<file path="config.mk">
export PLATFORM = sky130hd
export DESIGN_NAME = uat_transceiver
export DESIGN_NICKNAME = d
export VERILOG_FILES = /design/src/uat_pkg.sv /design/src/uat_transceiver.sv
export SDC_FILE = /design/constraint.sdc
export NUM_CORES = 1
export LEC_CHECK = 0
export BUFFER_PORTS_ARGS = -buffer_cell sky130_fd_sc_hd__buf_2
export CAP_MARGIN = 40
export CORE_UTILIZATION = 25
export DETAILED_ROUTE_END_ITERATION = 12
export MAX_ROUTING_LAYER = met4
export PLACE_DENSITY = 0.48
export SETUP_SLACK_MARGIN = 0.2
export SYNTH_ARGS = -nofsm -noshare
export SYNTH_HDL_FRONTEND = slang
export SYNTH_SLANG_ARGS = --single-unit
</file>
<file path="constraint.sdc">
create_clock -name clk -period 2.8 [get_ports clk]
set_clock_uncertainty 0.2 [all_clocks]
set_input_delay 0 -clock clk [delete_from_list [all_inputs] [get_ports clk]]
set_output_delay 0 -clock clk [all_outputs]
set_load 0.05 [all_outputs]
</file>
<file path="src/uat_pkg.sv">
// register map, field positions and reset values of the serial transceiver
package uat_pkg;
    localparam logic [7:0] UAT_RX_STAT_OFS  = 8'h00;
    localparam logic [7:0] UAT_TX_DATA_OFS  = 8'h04;
    localparam logic [7:0] UAT_TX_STAT_OFS  = 8'h08;
    localparam logic [7:0] UAT_BAUD_OFS     = 8'h0C;
    localparam logic [7:0] UAT_DIV_HI_OFS   = 8'h10;
    localparam logic [7:0] UAT_DIV_LO_OFS   = 8'h14;
    localparam logic [7:0] UAT_RX_DATA_OFS  = 8'h18;
    localparam logic [7:0] UAT_IRQ_OFS      = 8'h1C;
    // receive_status_control
    localparam int UAT_SERIAL_PORT_ENABLE_BIT  = 7;
    localparam int UAT_RX9_BIT   = 6;
    localparam int UAT_CONTINUOUS_RECEIVE_ENABLE_BIT  = 4;
    localparam int UAT_FRAMING_ERROR_FLAG_BIT  = 2;
    localparam int UAT_OVERRUN_ERROR_FLAG_BIT  = 1;
    localparam int UAT_RECEIVED_NINTH_BIT_BIT  = 0;
    // transmit_status_control
    localparam int UAT_TX9_BIT   = 6;
    localparam int UAT_TRANSMITTER_ENABLE_BIT  = 5;
    localparam int UAT_SYNC_BIT  = 4;
    localparam int UAT_HIGH_SPEED_RATE_SELECT_BIT  = 2;
    localparam int UAT_SHIFT_REGISTER_EMPTY_BIT  = 1;
    localparam int UAT_TRANSMIT_NINTH_BIT_BIT  = 0;
    // baud_control
    localparam int UAT_RXINV_BIT = 5;
    localparam int UAT_TXINV_BIT = 4;
    localparam int UAT_WIDE_BIT  = 3;
    localparam int UAT_ABD_BIT   = 0;
    // flag and interrupt enable register
    localparam int UAT_RCIE_BIT  = 5;
    localparam int UAT_TXIE_BIT  = 4;
    localparam int UAT_RCIF_BIT  = 1;
    localparam int UAT_TXIF_BIT  = 0;
    // cycle and bit counts, default read byte
    localparam logic [3:0] UAT_SAMPLES_LAST = 4'hF;
    localparam logic [3:0] UAT_MID_SAMPLE   = 4'h7;
    localparam logic [1:0] UAT_QUARTER_LAST = 2'h3;
    localparam logic [3:0] UAT_LAST_BIT_8   = 4'h7;
    localparam logic [3:0] UAT_LAST_BIT_9   = 4'h8;
    localparam logic [7:0] UAT_BYTE_RESET   = 8'h00;

    typedef enum logic [1:0] {
        UAT_IDLE  = 2'b00,
        UAT_START = 2'b01,
        UAT_DATA  = 2'b11,
        UAT_STOP  = 2'b10
    } uat_phase_type;
endpackage

</file>
<file path="src/uat_transceiver.sv">
// asynchronous serial transceiver with apb register access
// How it works
// - async operation only while the synchronous-select bit is clear
// - frame is start bit, eight or nine data bits, one stop bit
// - both directions shift lsb first at a shared rate; tx9 and rx9 set each data width
// - rate generator ticks at x16 or x64 the bit rate
// - no parity logic; a ninth bit can carry software parity
// - polarity bits invert the transmit and receive lines
// - shift register reloads at idle or after the stop bit, at once if full
// - buffer-empty flag ignores its enable and software cannot clear it
// - buffer-empty flag drops only in the second cycle after a write
// - shift-register-empty status bit, no interrupt attached
// - setting transmitter enable also sets the buffer-empty flag
// - ninth transmit bit is sent as ninth data bit
// - writing the holding buffer starts transmission when enabled
// - receiver samples the line at x16 the bit rate
// - reception needs port enable and continuous receive enable
// - completed character sets flag; interrupt only if enabled
// - ninth bit and errors in status, data in receive buffer
// - clearing continuous receive enable clears pending errors
//
// The register addresses and the APB slave port were decided locally.
`timescale 1ns/1ns
module uat_transceiver
    import uat_pkg::*;
(
    input  wire logic        clk,
    input  wire logic        nrst,
    input  wire logic        psel,
    input  wire logic        penable,
    input  wire logic        pwrite,
    input  wire logic [7:0]  paddr,
    input  wire logic [31:0] pwdata,
    output logic      [31:0] prdata,
    output logic             pready,
    output logic             pslverr,
    input  wire logic        rx_in,
    output logic             tx_out,
    output logic             tx_int_req,
    output logic             rx_int_req
);
    typedef struct packed {
        logic          serial_port_enable;
        logic          rx9;
        logic          continuous_receive_enable;
        logic          tx9;
        logic          transmitter_enable;
        logic          sync;
        logic          high_speed_rate_select;
        logic          transmit_ninth_bit;
        logic          rxinv;
        logic          txinv;
        logic          wide;
        logic          abd;
        logic [7:0]    div_hi;
        logic [7:0]    div_lo;
        logic          txie;
        logic          rcie;
        logic [7:0]    thr;
        logic          thr_full;
        logic          txif;
        logic [15:0]   brg_cnt;
        logic [1:0]    quarter;
        uat_phase_type tx_state;
        logic [8:0]    tx_sr;
        logic [3:0]    tx_bit;
        logic [3:0]    tx_cnt;
        logic          tx_space;
        uat_phase_type rx_state;
        logic [8:0]    rx_sr;
        logic [3:0]    rx_bit;
        logic [3:0]    rx_cnt;
        logic [7:0]    rx_data;
        logic          received_ninth_bit;
        logic          framing_error_flag;
        logic          overrun_error_flag;
        logic          rcif;
    } uat_state_type;

    uat_state_type s_reg;
    uat_state_type s_next;
    logic          access;
    logic          wr;
    logic          rd_rx;
    logic          mapped;
    logic          tick;
    logic          samp;
    logic          tx_on;
    logic          rx_on;
    logic          tx_load;
    logic          rx_done;
    logic          rxv;
    logic          transmitter_enable_rise;
    logic [15:0]   divisor;
    logic [7:0]    rbyte;

    assign access = psel && penable;
    assign wr     = access && pwrite;
    assign rd_rx  = access && !pwrite && paddr == UAT_RX_DATA_OFS;
    assign mapped = paddr[1:0] == 2'b00 && paddr <= UAT_IRQ_OFS;
    assign pready = 1'b1;
    assign pslverr = access && !mapped;

    assign divisor = s_reg.wide ? {s_reg.div_hi, s_reg.div_lo}
                                : {8'h00, s_reg.div_lo};
    // generator frozen while auto-baud owns it
    assign tick = s_reg.serial_port_enable && !s_reg.abd && s_reg.brg_cnt == 16'h0000;
    // x64 mode only when both rate bits clear; divided to x16 samples
    assign samp = tick && (s_reg.high_speed_rate_select || s_reg.wide ||
                           s_reg.quarter == UAT_QUARTER_LAST);
    assign tx_on = s_reg.serial_port_enable && s_reg.transmitter_enable && !s_reg.sync;
    assign rx_on = s_reg.serial_port_enable && s_reg.continuous_receive_enable && !s_reg.sync &&
                   !s_reg.abd && !s_reg.overrun_error_flag;
    assign rxv = rx_in ^ s_reg.rxinv;
    assign transmitter_enable_rise = wr && paddr == UAT_TX_STAT_OFS &&
                       pwdata[UAT_TRANSMITTER_ENABLE_BIT] && !s_reg.transmitter_enable;
    // reload at idle or right after the stop bit's last sample
    assign tx_load = tx_on && s_reg.thr_full &&
                     (s_reg.tx_state == UAT_IDLE ||
                      (s_reg.tx_state == UAT_STOP && samp &&
                       s_reg.tx_cnt == UAT_SAMPLES_LAST));
    assign rx_done = rx_on && s_reg.rx_state == UAT_STOP && samp &&
                     s_reg.rx_cnt == UAT_SAMPLES_LAST;

    always_comb begin
        s_next = s_reg;
        if (wr) begin
            unique case (paddr)
                UAT_RX_STAT_OFS: begin
                    s_next.serial_port_enable = pwdata[UAT_SERIAL_PORT_ENABLE_BIT];
                    s_next.rx9  = pwdata[UAT_RX9_BIT];
                    s_next.continuous_receive_enable = pwdata[UAT_CONTINUOUS_RECEIVE_ENABLE_BIT];
                end
                UAT_TX_DATA_OFS: begin
                    s_next.thr      = pwdata[7:0];
                    s_next.thr_full = 1'b1;
                end
                UAT_TX_STAT_OFS: begin
                    s_next.tx9  = pwdata[UAT_TX9_BIT];
                    s_next.transmitter_enable = pwdata[UAT_TRANSMITTER_ENABLE_BIT];
                    s_next.sync = pwdata[UAT_SYNC_BIT];
                    s_next.high_speed_rate_select = pwdata[UAT_HIGH_SPEED_RATE_SELECT_BIT];
                    s_next.transmit_ninth_bit = pwdata[UAT_TRANSMIT_NINTH_BIT_BIT];
                end
                UAT_BAUD_OFS: begin
                    s_next.rxinv = pwdata[UAT_RXINV_BIT];
                    s_next.txinv = pwdata[UAT_TXINV_BIT];
                    s_next.wide  = pwdata[UAT_WIDE_BIT];
                    s_next.abd   = pwdata[UAT_ABD_BIT];
                end
                UAT_DIV_HI_OFS: s_next.div_hi = pwdata[7:0];
                UAT_DIV_LO_OFS: s_next.div_lo = pwdata[7:0];
                UAT_IRQ_OFS: begin
                    s_next.txie = pwdata[UAT_TXIE_BIT];
                    s_next.rcie = pwdata[UAT_RCIE_BIT];
                end
                default: ;
            endcase
        end
        // rate generator
        if (!s_reg.serial_port_enable || s_reg.abd) begin
            s_next.brg_cnt = divisor;
            s_next.quarter = 2'b00;
        end else if (tick) begin
            s_next.brg_cnt = divisor;
            s_next.quarter = s_reg.quarter + 2'b01;
        end else begin
            s_next.brg_cnt = s_reg.brg_cnt - 16'h0001;
        end
        // transmitter, 16 samples per bit
        if (samp && s_reg.tx_state != UAT_IDLE) begin
            s_next.tx_cnt = s_reg.tx_cnt + 4'h1;
        end
        unique case (s_reg.tx_state)
            UAT_IDLE: ;
            UAT_START: begin
                if (samp && s_reg.tx_cnt == UAT_SAMPLES_LAST) begin
                    s_next.tx_state = UAT_DATA;
                    s_next.tx_bit   = 4'h0;
                end
            end
            UAT_DATA: begin
                if (samp && s_reg.tx_cnt == UAT_SAMPLES_LAST) begin
                    s_next.tx_sr  = {1'b0, s_reg.tx_sr[8:1]};
                    s_next.tx_bit = s_reg.tx_bit + 4'h1;
                    if (s_reg.tx_bit == (s_reg.tx9 ? UAT_LAST_BIT_9
                                                   : UAT_LAST_BIT_8)) begin
                        s_next.tx_state = UAT_STOP;
                    end
                end
            end
            UAT_STOP: begin
                if (samp && s_reg.tx_cnt == UAT_SAMPLES_LAST) begin
                    s_next.tx_state = UAT_IDLE;
                end
            end
        endcase
        if (!tx_on) begin
            s_next.tx_state = UAT_IDLE;
        end
        if (tx_load) begin
            // ninth bit sits above the byte; ignored when 8-bit
            s_next.tx_sr    = {s_reg.transmit_ninth_bit, s_reg.thr};
            s_next.tx_state = UAT_START;
            s_next.tx_cnt   = 4'h0;
            // a buffer write in the same cycle keeps the buffer full
            s_next.thr_full = wr && paddr == UAT_TX_DATA_OFS;
        end
        s_next.tx_space = s_next.tx_state == UAT_START ||
                          (s_next.tx_state == UAT_DATA &&
                           !s_next.tx_sr[0]);
        // flag follows buffer with one cycle lag
        s_next.txif = !s_reg.thr_full || transmitter_enable_rise;
        // receiver, x16 sampling, middle sample decides
        if (samp && s_reg.rx_state != UAT_IDLE) begin
            s_next.rx_cnt = s_reg.rx_cnt + 4'h1;
        end
        unique case (s_reg.rx_state)
            UAT_IDLE: begin
                if (samp && !rxv) begin
                    s_next.rx_state = UAT_START;
                    s_next.rx_cnt   = 4'h0;
                end
            end
            UAT_START: begin
                if (samp && s_reg.rx_cnt == UAT_MID_SAMPLE) begin
                    s_next.rx_state = rxv ? UAT_IDLE : UAT_DATA;
                    s_next.rx_cnt   = 4'h0;
                    s_next.rx_bit   = 4'h0;
                    s_next.rx_sr    = 9'h000;
                end
            end
            UAT_DATA: begin
                if (samp && s_reg.rx_cnt == UAT_SAMPLES_LAST) begin
                    s_next.rx_sr[s_reg.rx_bit] = rxv;
                    s_next.rx_bit = s_reg.rx_bit + 4'h1;
                    if (s_reg.rx_bit == (s_reg.rx9 ? UAT_LAST_BIT_9
                                                   : UAT_LAST_BIT_8)) begin
                        s_next.rx_state = UAT_STOP;
                    end
                end
            end
            UAT_STOP: begin
                if (rx_done) begin
                    s_next.rx_state = UAT_IDLE;
                end
            end
        endcase
        if (!rx_on) begin
            s_next.rx_state = UAT_IDLE;
        end
        if (rd_rx) begin
            s_next.rcif = 1'b0;
        end
        if (rx_done) begin
            if (s_reg.rcif && !rd_rx) begin
                s_next.overrun_error_flag = 1'b1;
            end else begin
                s_next.rx_data = s_reg.rx_sr[7:0];
                s_next.received_ninth_bit    = s_reg.rx_sr[8];
                s_next.framing_error_flag    = !rxv;
                s_next.rcif    = 1'b1;
            end
        end
        if (!s_next.continuous_receive_enable) begin
            s_next.overrun_error_flag = 1'b0;
            s_next.framing_error_flag = 1'b0;
        end
    end

    always_ff @(posedge clk) begin
        if (!nrst) begin
            s_reg <= '0;
        end else begin
            s_reg <= s_next;
        end
    end

    always_comb begin
        unique case (paddr)
            UAT_RX_STAT_OFS: rbyte = {s_reg.serial_port_enable, s_reg.rx9, 1'b0,
                                      s_reg.continuous_receive_enable, 1'b0, s_reg.framing_error_flag,
                                      s_reg.overrun_error_flag, s_reg.received_ninth_bit};
            UAT_TX_DATA_OFS: rbyte = s_reg.thr;
            UAT_TX_STAT_OFS: rbyte = {1'b0, s_reg.tx9, s_reg.transmitter_enable,
                                      s_reg.sync, 1'b0, s_reg.high_speed_rate_select,
                                      s_reg.tx_state == UAT_IDLE,
                                      s_reg.transmit_ninth_bit};
            UAT_BAUD_OFS:    rbyte = {2'b00, s_reg.rxinv, s_reg.txinv,
                                      s_reg.wide, 2'b00, s_reg.abd};
            UAT_DIV_HI_OFS:  rbyte = s_reg.div_hi;
            UAT_DIV_LO_OFS:  rbyte = s_reg.div_lo;
            UAT_RX_DATA_OFS: rbyte = s_reg.rx_data;
            UAT_IRQ_OFS:     rbyte = {2'b00, s_reg.rcie, s_reg.txie,
                                      2'b00, s_reg.rcif, s_reg.txif};
            default:         rbyte = UAT_BYTE_RESET;
        endcase
        prdata = {24'h00_0000, rbyte};
    end

    assign tx_out     = !(s_reg.tx_space ^ s_reg.txinv);
    assign tx_int_req = s_reg.txif && s_reg.txie;
    assign rx_int_req = s_reg.rcif && s_reg.rcie;
endmodule
</file>
==> flow_summary.ini, run 1 <==
[pwr]
power_leakage_nw = 2.70
power_frac_seq_pct = 50.6
power-per-cell-area_nw_per_um2 = 466
ir_drop_mv = 0.290
power.share.combinational_pct = 6.5
power_switching_uw = 775
p_int_mw = 2.29
swShare_pct = 25.3
clock_power_share_pct = 43.0

[logic_synthesis]
synth_top_cell_by_area = sky130_fd_sc_hd__dfxtp_1
netlist_instances = 677
post_synth_xor_area_fraction_pct = 3.66
arithmetic_cell_share_of_the_synthesized_area_counting_full_adders_half_adders_and_majority_gates_pct = 2.18
ys_types = 64
synth_compound_area_share_pct = 15.8
postSynth.topFlopCell = sky130_fd_sc_hd__dfxtp_1
ys_warn_count = 0
synth-edff-count = 0
flops_latches_synth = 109
post-synth-top-area-fraction_pct = 38.0
synth_top_family_by_area = simple AND/OR/NAND/NOR gates
postSynth.asyncResetShare_pct = 0
synth_top_cells_by_count = 109 x sky130_fd_sc_hd__dfxtp_1, 65 x sky130_fd_sc_hd__nor2_1, 60 x sky130_fd_sc_hd__nand2_1
synthSimpleGateAreaFrac_pct = 24.6
proportion_of_synthesized_chip_area_in_sequential_cells_pct = 38.0
synth.cell_area_um2 = 5750
postSynthAreaPerCell_um2 = 8.49
netlist_top_cells_area = sky130_fd_sc_hd__dfxtp_1 38%, sky130_fd_sc_hd__mux2i_1 7.3%, sky130_fd_sc_hd__a21oi_1 4.6%
synth_mux_area_share_pct = 9.14
most_repeated_cell_in_the_gate_level_netlist_after_synthesis = sky130_fd_sc_hd__dfxtp_1

[setup_path]
worstSetupStartpoint = s_reg[57]
cp.buffers_inverters = 0
timing.critical_path.arrival_ns = 2.56
timing.critical_path.required_ns = 2.85
crit_chain = or4_4, nor2_1, and3_1, nand4b_1, mux2i_1
cp-start-kind = flip-flop
r2r_start = s_reg[57]
cp_slowest_stage_delay_ns = 0.56
path_class = flip-flop to flip-flop
path_delay_family = simple AND/OR/NAND/NOR gates
endpoint_kind = flip-flop
cp_slowest_cell = sky130_fd_sc_hd__or4_4
critPathMaxFanout = 12

[global_routing]
grt_use_total_pct = 14.2
grt-ovfl-total = 0
grt_pass1_wl_um = 25000
grt_max_degree = 60
antenna_found_initial = 0
number_of_global_route_vias_before_repair = 4320

[sta]
final-max-slew-violation-count = 0
timing.final.crit_period_ns = 2.52
finalHoldViolations = 0
timing.slew.headroom_pct = 55.0
fmaxAchievable_ghz = 0.397
total_negative_slack_for_setup_checks_ns = 0
rsz0062_at_grt = no
final-setup-viol-count = 0
tcrit_tclk_final_pct = 89.9
worst_slew_pin_slew_ns = 0.675

[floorplanning]
chipWidth_um = 154
starting_density_of_the_core_pct = 25.5
fp.dieArea_um2 = 23600
design.core.area_um2 = 22600
floorplan.die.height_um = 154
io_pins = 83
floorplan.rows = 55

[hold_path]
hold_path_class = input pin to flip-flop
min-delay-start = paddr[1]

[finish]
fillCellCount = 2423
area_growth_syn_to_layout_pct = 14.5
finish.net_count = 768
utilization_of_the_core_after_routing_pct = 29.2
n_antenna_cell = 0
largest_reg_flops = 109
final_layout_size_suffix_gt1_share_pct = 13.9

[placed_design]
buffer_ports.inserted = 33
globalplace.congestion = 0.817
detailed_place_hpwl_um = 11600

[route]
dr.first_iter.drc_count = 213
drt-pass1-iter-count = 5
post_drt_via_cell_ratio = 4.79
detail_route.wl_per_cell_um = 15.9
remaining_routing_drc_violations = 0
residual_antenna_violating_net_count_after_detailed_routing = 0
drt-total-wl_um = 16000
routed-via-count = 4804

[clock_network]
clk-insertion-delay-late_ns = 0.36
cts-root-to-sink-buffers = 2
cts_clk_pin_slew_worst_paths_ns = 0.08
tritoncts = done
cts_sinks = 109
root_buffer = sky130_fd_sc_hd__clkbuf_16
cts_inserted_buffers = 9
cts_htree_levels = 3

[job]
timing.max_cap.violations = 0

[outcome]
outcome = finished, final reports clean
==> placed cells by master, fill, tap and decap left out, types with 10 or more instances in the layout <==
| master | instances |
|---|---|
| sky130_fd_sc_hd__and3_1 | 10 |
| sky130_fd_sc_hd__o21ai_0 | 23 |
| sky130_fd_sc_hd__mux2i_1 | 42 |
| sky130_fd_sc_hd__buf_2 | 33 |
| sky130_fd_sc_hd__ha_1 | 10 |
| sky130_fd_sc_hd__nand3_1 | 40 |
| sky130_fd_sc_hd__nor3_1 | 11 |
| sky130_fd_sc_hd__a21oi_1 | 53 |
| sky130_fd_sc_hd__dlygate4sd3_1 | 10 |
| sky130_fd_sc_hd__xnor2_1 | 10 |
| sky130_fd_sc_hd__nand4_1 | 15 |
| sky130_fd_sc_hd__a21o_1 | 16 |
| sky130_fd_sc_hd__nor2_1 | 65 |
| sky130_fd_sc_hd__buf_4 | 22 |
| sky130_fd_sc_hd__dfxtp_1 | 109 |
| sky130_fd_sc_hd__conb_1 | 25 |
| sky130_fd_sc_hd__nand2_1 | 60 |
| sky130_fd_sc_hd__xor2_1 | 14 |
==> per-stage QoR <==
step	worst slack [ns]	hold slack, ns	std cells	power [mW]	instance area, um^2
3_5_place_dp	0.154	0.0989	972	1.77	6150
5_1_grt	0.232	0.0445	1002	3.19	6580
3_3_place_gp	0.217	0.0966	972	1.78	6150
6_report	0.283	0.0302	1002	3.07	6580
2_1_floorplan	0.349	-0.0595	700	1.75	5830
4_1_cts	0.224	0.0192	1000	3.11	6570
==> power groups by stage <==
stage	clock, mW	sequential, mW	combinational, mW
floorplan	0	1.59	0.164
global placement	0	1.59	0.189
detailed placement	0	1.59	0.188
CTS	1.36	1.55	0.199
global route	1.43	1.55	0.210
finish	1.32	1.55	0.198
==> layer usage <==
| layer | routed length, um | track usage [%] |
|---|---|---|
| met5 | 0 | - |
| met4 | 154 | 3.14 |
| met3 | 624 | 3.16 |
| met2 | 7220 | 20.7 |
| met1 | 7970 | 19.7 |
==> area by class of cell <==
class                   count  area [um^2]  share of cell area [%]
repair buffers             65          430                    6.54
multi-input cells         519         3280                    49.9
inverters                   8         30.0                   0.456
clock buffers              10          229                    3.48
flip-flops and latches    109         2180                    33.2
well taps                 285          357                    5.42
clock inverters             6         68.8                    1.05
==> worst paths after layout <==
| path | endpoint | slack [ns] | cells past startpoint |
|---|---|---|---|
| max | s_reg[28] | 0.28 | 5 |
| min | s_reg[104] | 0.03 | 5 |
| max reg2reg | s_reg[28] | 0.28 | 5 |
| min reg2reg | s_reg[52] | 0.26 | 2 |
==> worst reg2reg max path, delay by kind of cell, from the launching register on <==
family,cells,cell delay [ns]
mux,1,0.14
simple gates,4,1.72
flops,1,0.36
==> kinds of logic after synthesis <==
family / Yosys count
AOI/OAI and AO/OA: 142
xor gates and xnor gates: 24
adders and majority gates: 10
buffers and inverters: 72
DFF: 109
muxes: 50
other: 2
and+or+nand+nor: 268
==> timing repair <==
action / in CTS / in global routing
resized for setup: 1 / 0
hold buffers: 10 / 0
setup endpoints to repair: 12 / 4
pin swaps: 1 / 2
buffers inserted: 2 / 2
endpoints found under the hold margin: 42 / 0
(Power assumes the default switching activity.)
==> run 2, diff against run 1 <==
Settings changed: ABC_AREA set to 1, SETUP_SLACK_MARGIN 0.2 to 0.02.
==> run 2 against run 1 <==
  * The flow now finishes with violations (DRC)
  * Clock-buffer cell count is the same
  * Power is 2.8% lower
  * Maximum frequency increased by 3.6%
  * Synthesized cell count rose by 16%
  * Synthesized area is 2.1% lower
  * Sequential cell count unchanged
  * Critical path type unchanged
  * Largest cell class unchanged
  * Largest power group unchanged
==> flow_summary.ini, run 2 <==
[setup_path]
cp-start-kind = flip-flop
crit_chain = inv_1, ha_1, nand3_1, nor2_4, nand4_1, nor2_1, nand2_1, a21oi_1, nand3_1, nand2_1, inv_1
path_class = flip-flop to flip-flop
endpoint_kind = flip-flop
r2r_start = s_reg[53]
timing.critical_path.arrival_ns = 2.49
worst-r2r-setup-slack_ns = 0.37
critPathMaxFanout = 5
cp_slowest_stage_delay_ns = 0.31
timing.critical_path.required_ns = 2.86
endpoint_of_the_worst_slack_reg_to_reg_timing_path = s_reg[31]
cp.buffers_inverters = 2
rr_worst_depth = 11
cp_slowest_cell = sky130_fd_sc_hd__nand4_1
path_delay_family = simple AND/OR/NAND/NOR gates

[pwr]
power_leakage_nw = 2.59
power-per-cell-area_nw_per_um2 = 466
ir_drop_mv = 0.262

[sta]
finalHoldViolations = 0
fin_ws_ns = 0.370
timing.final.crit_period_ns = 2.43
final-setup-viol-count = 0
worst_slew_pin_slew_ns = 0.767
total_negative_slack_for_setup_checks_ns = 0
rsz0062_at_grt = no
timing.slew.headroom_pct = 48.8
final-max-slew-violation-count = 0
hold-worst-slack_ns = 0.0345
fmaxAchievable_ghz = 0.412
tcrit_tclk_final_pct = 86.8

[floorplanning]
starting_density_of_the_core_pct = 25.6
design.core.area_um2 = 22000
chipWidth_um = 152
fp.dieArea_um2 = 23100
io_pins = 83
floorplan.rows = 54
floorplan.die.height_um = 152

[route]
post_drt_via_cell_ratio = 4.55
dr.first_iter.drc_count = 227
drt-total-wl_um = 15500
drt-pass1-iter-count = 9
detail_route.wl_per_cell_um = 13.9
remaining_routing_drc_violations = 2
residual_antenna_violating_net_count_after_detailed_routing = 0
routed-via-count = 5071

[logic_synthesis]
ys_warn_count = 0
netlist_instances = 788
postSynth.asyncResetShare_pct = 0
flops_latches_synth = 109
postSynth.topFlopCell = sky130_fd_sc_hd__dfxtp_1
most_repeated_cell_in_the_gate_level_netlist_after_synthesis = sky130_fd_sc_hd__nand2_1
ys_types = 42
post-synth-top-area-fraction_pct = 38.8
synth-edff-count = 0
netlist_top_cells_area = sky130_fd_sc_hd__dfxtp_1 39%, sky130_fd_sc_hd__nand2_1 7.4%, sky130_fd_sc_hd__a21oi_1 6.8%
synth.cell_area_um2 = 5620
synth_top_cells_by_count = 111 x sky130_fd_sc_hd__nand2_1, 109 x sky130_fd_sc_hd__dfxtp_1, 99 x sky130_fd_sc_hd__inv_1
synth_top_cell_by_area = sky130_fd_sc_hd__dfxtp_1
postSynthAreaPerCell_um2 = 7.14
proportion_of_synthesized_chip_area_in_sequential_cells_pct = 38.8

[finish]
area_growth_syn_to_layout_pct = 13.8
final_layout_size_suffix_gt1_share_pct = 10.9
n_antenna_cell = 0
largest_reg_flops = 109
layout_commonest_cell = sky130_fd_sc_hd__nand2_1
finish.net_count = 885
utilization_of_the_core_after_routing_pct = 29.2
stdcell_area_um2 = 6400
layout_common_cells = 111 x sky130_fd_sc_hd__nand2_1, 109 x sky130_fd_sc_hd__dfxtp_1, 99 x sky130_fd_sc_hd__inv_1

[global_routing]
antenna_found_initial = 0
most_used_routing_layer = met2
globalRouteMet2Util_pct = 22.3
number_of_global_route_vias_before_repair = 4651
grt_max_degree = 59
grt.met3_usage_pct = 2.71
grt_pass1_wl_um = 24700
global_route.usage.met1_pct = 17.8
grt_use_total_pct = 14.1
grt-ovfl-total = 0

[clock_network]
post_cts_buffers = 0
root_buffer = sky130_fd_sc_hd__clkbuf_16
post_cts_repair_resize_count = 0
tritoncts = done
cts_htree_levels = 3
cts_clk_pin_slew_worst_paths_ns = 0.08
cts_sinks = 109
cts_inserted_buffers = 9
clk-insertion-delay-late_ns = 0.36
cts-root-to-sink-buffers = 2

[placed_design]
globalplace.congestion = 0.838
place_area_um2 = 6010
buffer_ports.inserted = 33
pre_cts_ws_ns = 0.373
detailed_place_hpwl_um = 11600

[hold_path]
min-delay-start = penable
whs_endpoint = s_reg[7]
hold_path_class = input pin to flip-flop
hold-path-cell-count = 5

[outcome]
outcome = finished with violations
violations_in_the_final_reports = DRC

[job]
timing.max_cap.violations = 0
-- run 2: cell types whose count changed after synthesis, moves of 9 or more --
| cell | before | now |
|---|---|---|
| sky130_fd_sc_hd__nor2b_1 | 9 | 0 |
| sky130_fd_sc_hd__nor2_1 | 65 | 96 |
| sky130_fd_sc_hd__a21o_1 | 16 | 0 |
| sky130_fd_sc_hd__nand3_1 | 40 | 65 |
| sky130_fd_sc_hd__and3_1 | 11 | 0 |
| sky130_fd_sc_hd__a221oi_1 | 0 | 10 |
| sky130_fd_sc_hd__a21oi_1 | 53 | 76 |
| sky130_fd_sc_hd__o21ai_0 | 23 | 73 |
| sky130_fd_sc_hd__clkbuf_1 | 35 | 14 |
| sky130_fd_sc_hd__nand4_1 | 15 | 6 |
| sky130_fd_sc_hd__nand2_1 | 60 | 111 |
| sky130_fd_sc_hd__inv_1 | 8 | 99 |
| sky130_fd_sc_hd__nor2_2 | 0 | 9 |
| sky130_fd_sc_hd__mux2i_1 | 42 | 0 |
-- run 2: power by group --
group | internal [mW] | switching [mW]
clock network | 0.623 | 0.632
logic | 0.0349 | 0.142
registers | 1.55 | 0.000806
-- run 2: worst max-delay path by stage --
stage,slack [ns],cells after the start,start,end
global placement,0.40,11,s_reg[53],s_reg[31]
floorplan,0.89,12,s_reg[53],s_reg[11]
global route,0.14,12,s_reg[53],s_reg[40]
detailed placement,0.37,11,s_reg[53],s_reg[31]
CTS,0.36,11,s_reg[53],s_reg[31]
finish,0.37,11,s_reg[53],s_reg[31]
-- run 2: worst min-delay path, cell delays in order --
cell and delay (ns):
sky130_fd_sc_hd__buf_2 0.10, sky130_fd_sc_hd__nand2_1 0.11, sky130_fd_sc_hd__o31ai_4 0.11, sky130_fd_sc_hd__nand2_4 0.15, sky130_fd_sc_hd__a21oi_1 0.08
-- run 2: repair_timing --
| item | 4_1_cts | 5_1_grt |
|---|---|---|
| hold buffers | 11 | 0 |
| hold endpoints to repair | 50 | 0 |
| setup endpoints to repair | 0 | 0 |
-- run 2: metrics by stage --
stage                     power (mW)  instances
after floorplan                 1.73        811
after global placement          1.75       1087
after detailed placement        1.75       1087
after CTS                       3.03       1114
after global routing            3.11       1114
final                           2.98       1114
-- run 2: kinds of logic after synthesis --
family                     Yosys count  synth area share [%]
adders and majority gates           10                  2.22
other                                2                 0.134
and+or+nand+nor                    319                  26.4
AOI/OAI and AO/OA                  185                  18.3
xor gates and xnor gates            14                  2.18
buffers and inverters              149                  12.0
DFF                                109                  38.8
-- run 2: final cells by class --
| cell class | instances | area (um^2) |
|---|---|---|
| well taps | 280 | 350 |
| clock buffers | 10 | 229 |
| flip-flops and latches | 109 | 2180 |
| fillers | 2437 | 15600 |
| repair buffers | 54 | 350 |
| inverters | 102 | 383 |
| multi-input cells | 553 | 2850 |
| clock inverters | 6 | 53.8 |
-- run 2: routing by layer --
| layer | share of wire [%] | wire, um | up-vias |
|---|---|---|---|
| met4 | 2.1 | 328 | 0 |
| met5 | 0 | 0 | - |
| li1 | - | - | 2639 |
| met3 | 3.6 | 560 | 19 |
| met1 | 48 | 7360 | 2339 |
| met2 | 47 | 7200 | 74 |
==> run 3, diff against run 2 <==
Clock period 2.8 ns to 3 ns, I/O delays scaled along.
==> run 3 against run 2 <==
  * The run still ends with DRC left
  * Critical path depth stayed put
  * Cell area rose by 0.25%
  * Utilization is 0.074 points higher
  * Critical endpoint unchanged
==> flow_summary.ini, run 3 (synthesis gave the netlist of run 2 again) <==
[outcome]
outcome = finished with violations
violations_in_the_final_reports = DRC

[clock_network]
root_buffer = sky130_fd_sc_hd__clkbuf_16
count_of_hold_buffers_inserted_by_post_cts_repair = 11
clk-insertion-delay-late_ns = 0.36
cts_htree_levels = 3
cts_sinks = 109
post_cts_buffers = 0
cts-root-to-sink-buffers = 2
cts_clk_pin_slew_worst_paths_ns = 0.08
post_cts_repair_resize_count = 0
tritoncts = done
cts_inserted_buffers = 9

[sta]
rsz0062_at_grt = no
timing.slew.headroom_pct = 54.8
fmaxAchievable_ghz = 0.415
final-max-slew-violation-count = 0
total_negative_slack_for_setup_checks_ns = 0
worst_slew_pin_slew_ns = 0.672
timing.final.crit_period_ns = 2.41
final-setup-viol-count = 0
finalHoldViolations = 0
tcrit_tclk_final_pct = 80.4

[pwr]
p_int_mw = 2.16
ir_drop_mv = 0.227
power.share.combinational_pct = 5.7
power_switching_uw = 719
swShare_pct = 24.9
power_leakage_nw = 2.59
clock_power_share_pct = 44.1
power-per-cell-area_nw_per_um2 = 449
totalPowerFinal_mw = 2.88
power_frac_seq_pct = 50.2

[finish]
layout_commonest_cell = sky130_fd_sc_hd__nand2_1
instances_no_fill = 1110
finish.net_count = 881
layout_common_cells = 111 x sky130_fd_sc_hd__nand2_1, 109 x sky130_fd_sc_hd__dfxtp_1, 99 x sky130_fd_sc_hd__inv_1
utilization_of_the_core_after_routing_pct = 29.2
largest_reg_flops = 109
stdcell_area_um2 = 6420
n_antenna_cell = 0
area_growth_syn_to_layout_pct = 14.1
final_layout_size_suffix_gt1_share_pct = 10.6

[setup_path]
cp_slowest_stage_delay_ns = 0.32
timing.critical_path.required_ns = 3.06
path_class = flip-flop to flip-flop
endpoint_kind = flip-flop
crit_chain = inv_1, ha_1, nand3_1, nor2_4, nand4_1, nor2_1, nand2_1, a21oi_1, nand3_1, nand2_1, inv_1
timing.critical_path.depth = 11
cp-start-kind = flip-flop
timing.critical_path.arrival_ns = 2.47
cp.buffers_inverters = 2
path_delay_family = simple AND/OR/NAND/NOR gates
cp_slowest_cell = sky130_fd_sc_hd__nand4_1
rr_worst_depth = 11
critPathMaxFanout = 5

[route]
detail_route.wl_per_cell_um = 13.8
routed-via-count = 5010
residual_antenna_violating_net_count_after_detailed_routing = 0
remaining_routing_drc_violations = 2
dr.first_iter.drc_count = 273
drt-total-wl_um = 15300
drt-pass1-iter-count = 9
post_drt_via_cell_ratio = 4.51

[floorplanning]
chipWidth_um = 152
starting_density_of_the_core_pct = 25.6
io_pins = 83
design.core.area_um2 = 22000
fp.dieArea_um2 = 23100
floorplan.die.height_um = 152
floorplan.rows = 54

[global_routing]
antenna_found_initial = 0
grt_max_degree = 59
grt_use_total_pct = 14.0
number_of_global_route_vias_before_repair = 4690
grt-ovfl-total = 0
grt_pass1_wl_um = 24800

[hold_path]
hold_path_class = input pin to flip-flop
hold-path-cell-count = 3

[job]
timing.max_cap.violations = 0

[placed_design]
detailed_place_hpwl_um = 11500
globalplace.congestion = 0.862
buffer_ports.inserted = 33
place_area_um2 = 5990
dpl.cell_count = 1083
run 3: path summary, 6_finish.rpt:
path	start	to	slack [ns]
worst max-delay path	s_reg[53]	s_reg[31]	0.59
worst max register to register	s_reg[53]	s_reg[31]	0.59
worst min-delay path	nrst	s_reg[50]	0.005
worst min register to register	s_reg[52]	s_reg[52]	0.25
run 3: routing by layer:
metal	global-route usage, %	routed length [um]	share of wire (%)
met1	18.1	7540	49
met2	22.5	7120	47
met3	2.71	420	2.7
met4	3.45	197	1.3
met5	-	0	0
run 3: layout make-up:
cell class	count	area (um^2)
Sequential cell	109	2180
Timing Repair Buffer	50	333
Fill cell	2454	15500
Multi-Input combinational cell	553	2850
Inverter	102	383
Tap cell	280	350
Clock buffer	10	239
Clock inverter	6	77.6
run 3: tightest hold or removal path, cell delays in order:
cell and delay [ns]:
sky130_fd_sc_hd__buf_2 0.09, sky130_fd_sc_hd__inv_1 0.26, sky130_fd_sc_hd__nor2_1 0.17
run 3: through the flow:
stage | hold WS (ns) | worst slack (ns)
detailed placement | 0.111 | 0.599
global route | 0.0553 | 0.377
CTS | 0.00900 | 0.582
global placement | 0.102 | 0.618
finish | 0.00511 | 0.589
floorplan | -0.0651 | 1.09
run 3: power by group through the flow:
stage          Clock (mW)  Sequential, mW  Combinational, mW
2_1_floorplan           0            1.48              0.137
3_3_place_gp            0            1.48              0.155
3_5_place_dp            0            1.48              0.155
4_1_cts              1.32            1.45              0.166
5_1_grt              1.36            1.45              0.176
6_report             1.27            1.45              0.166
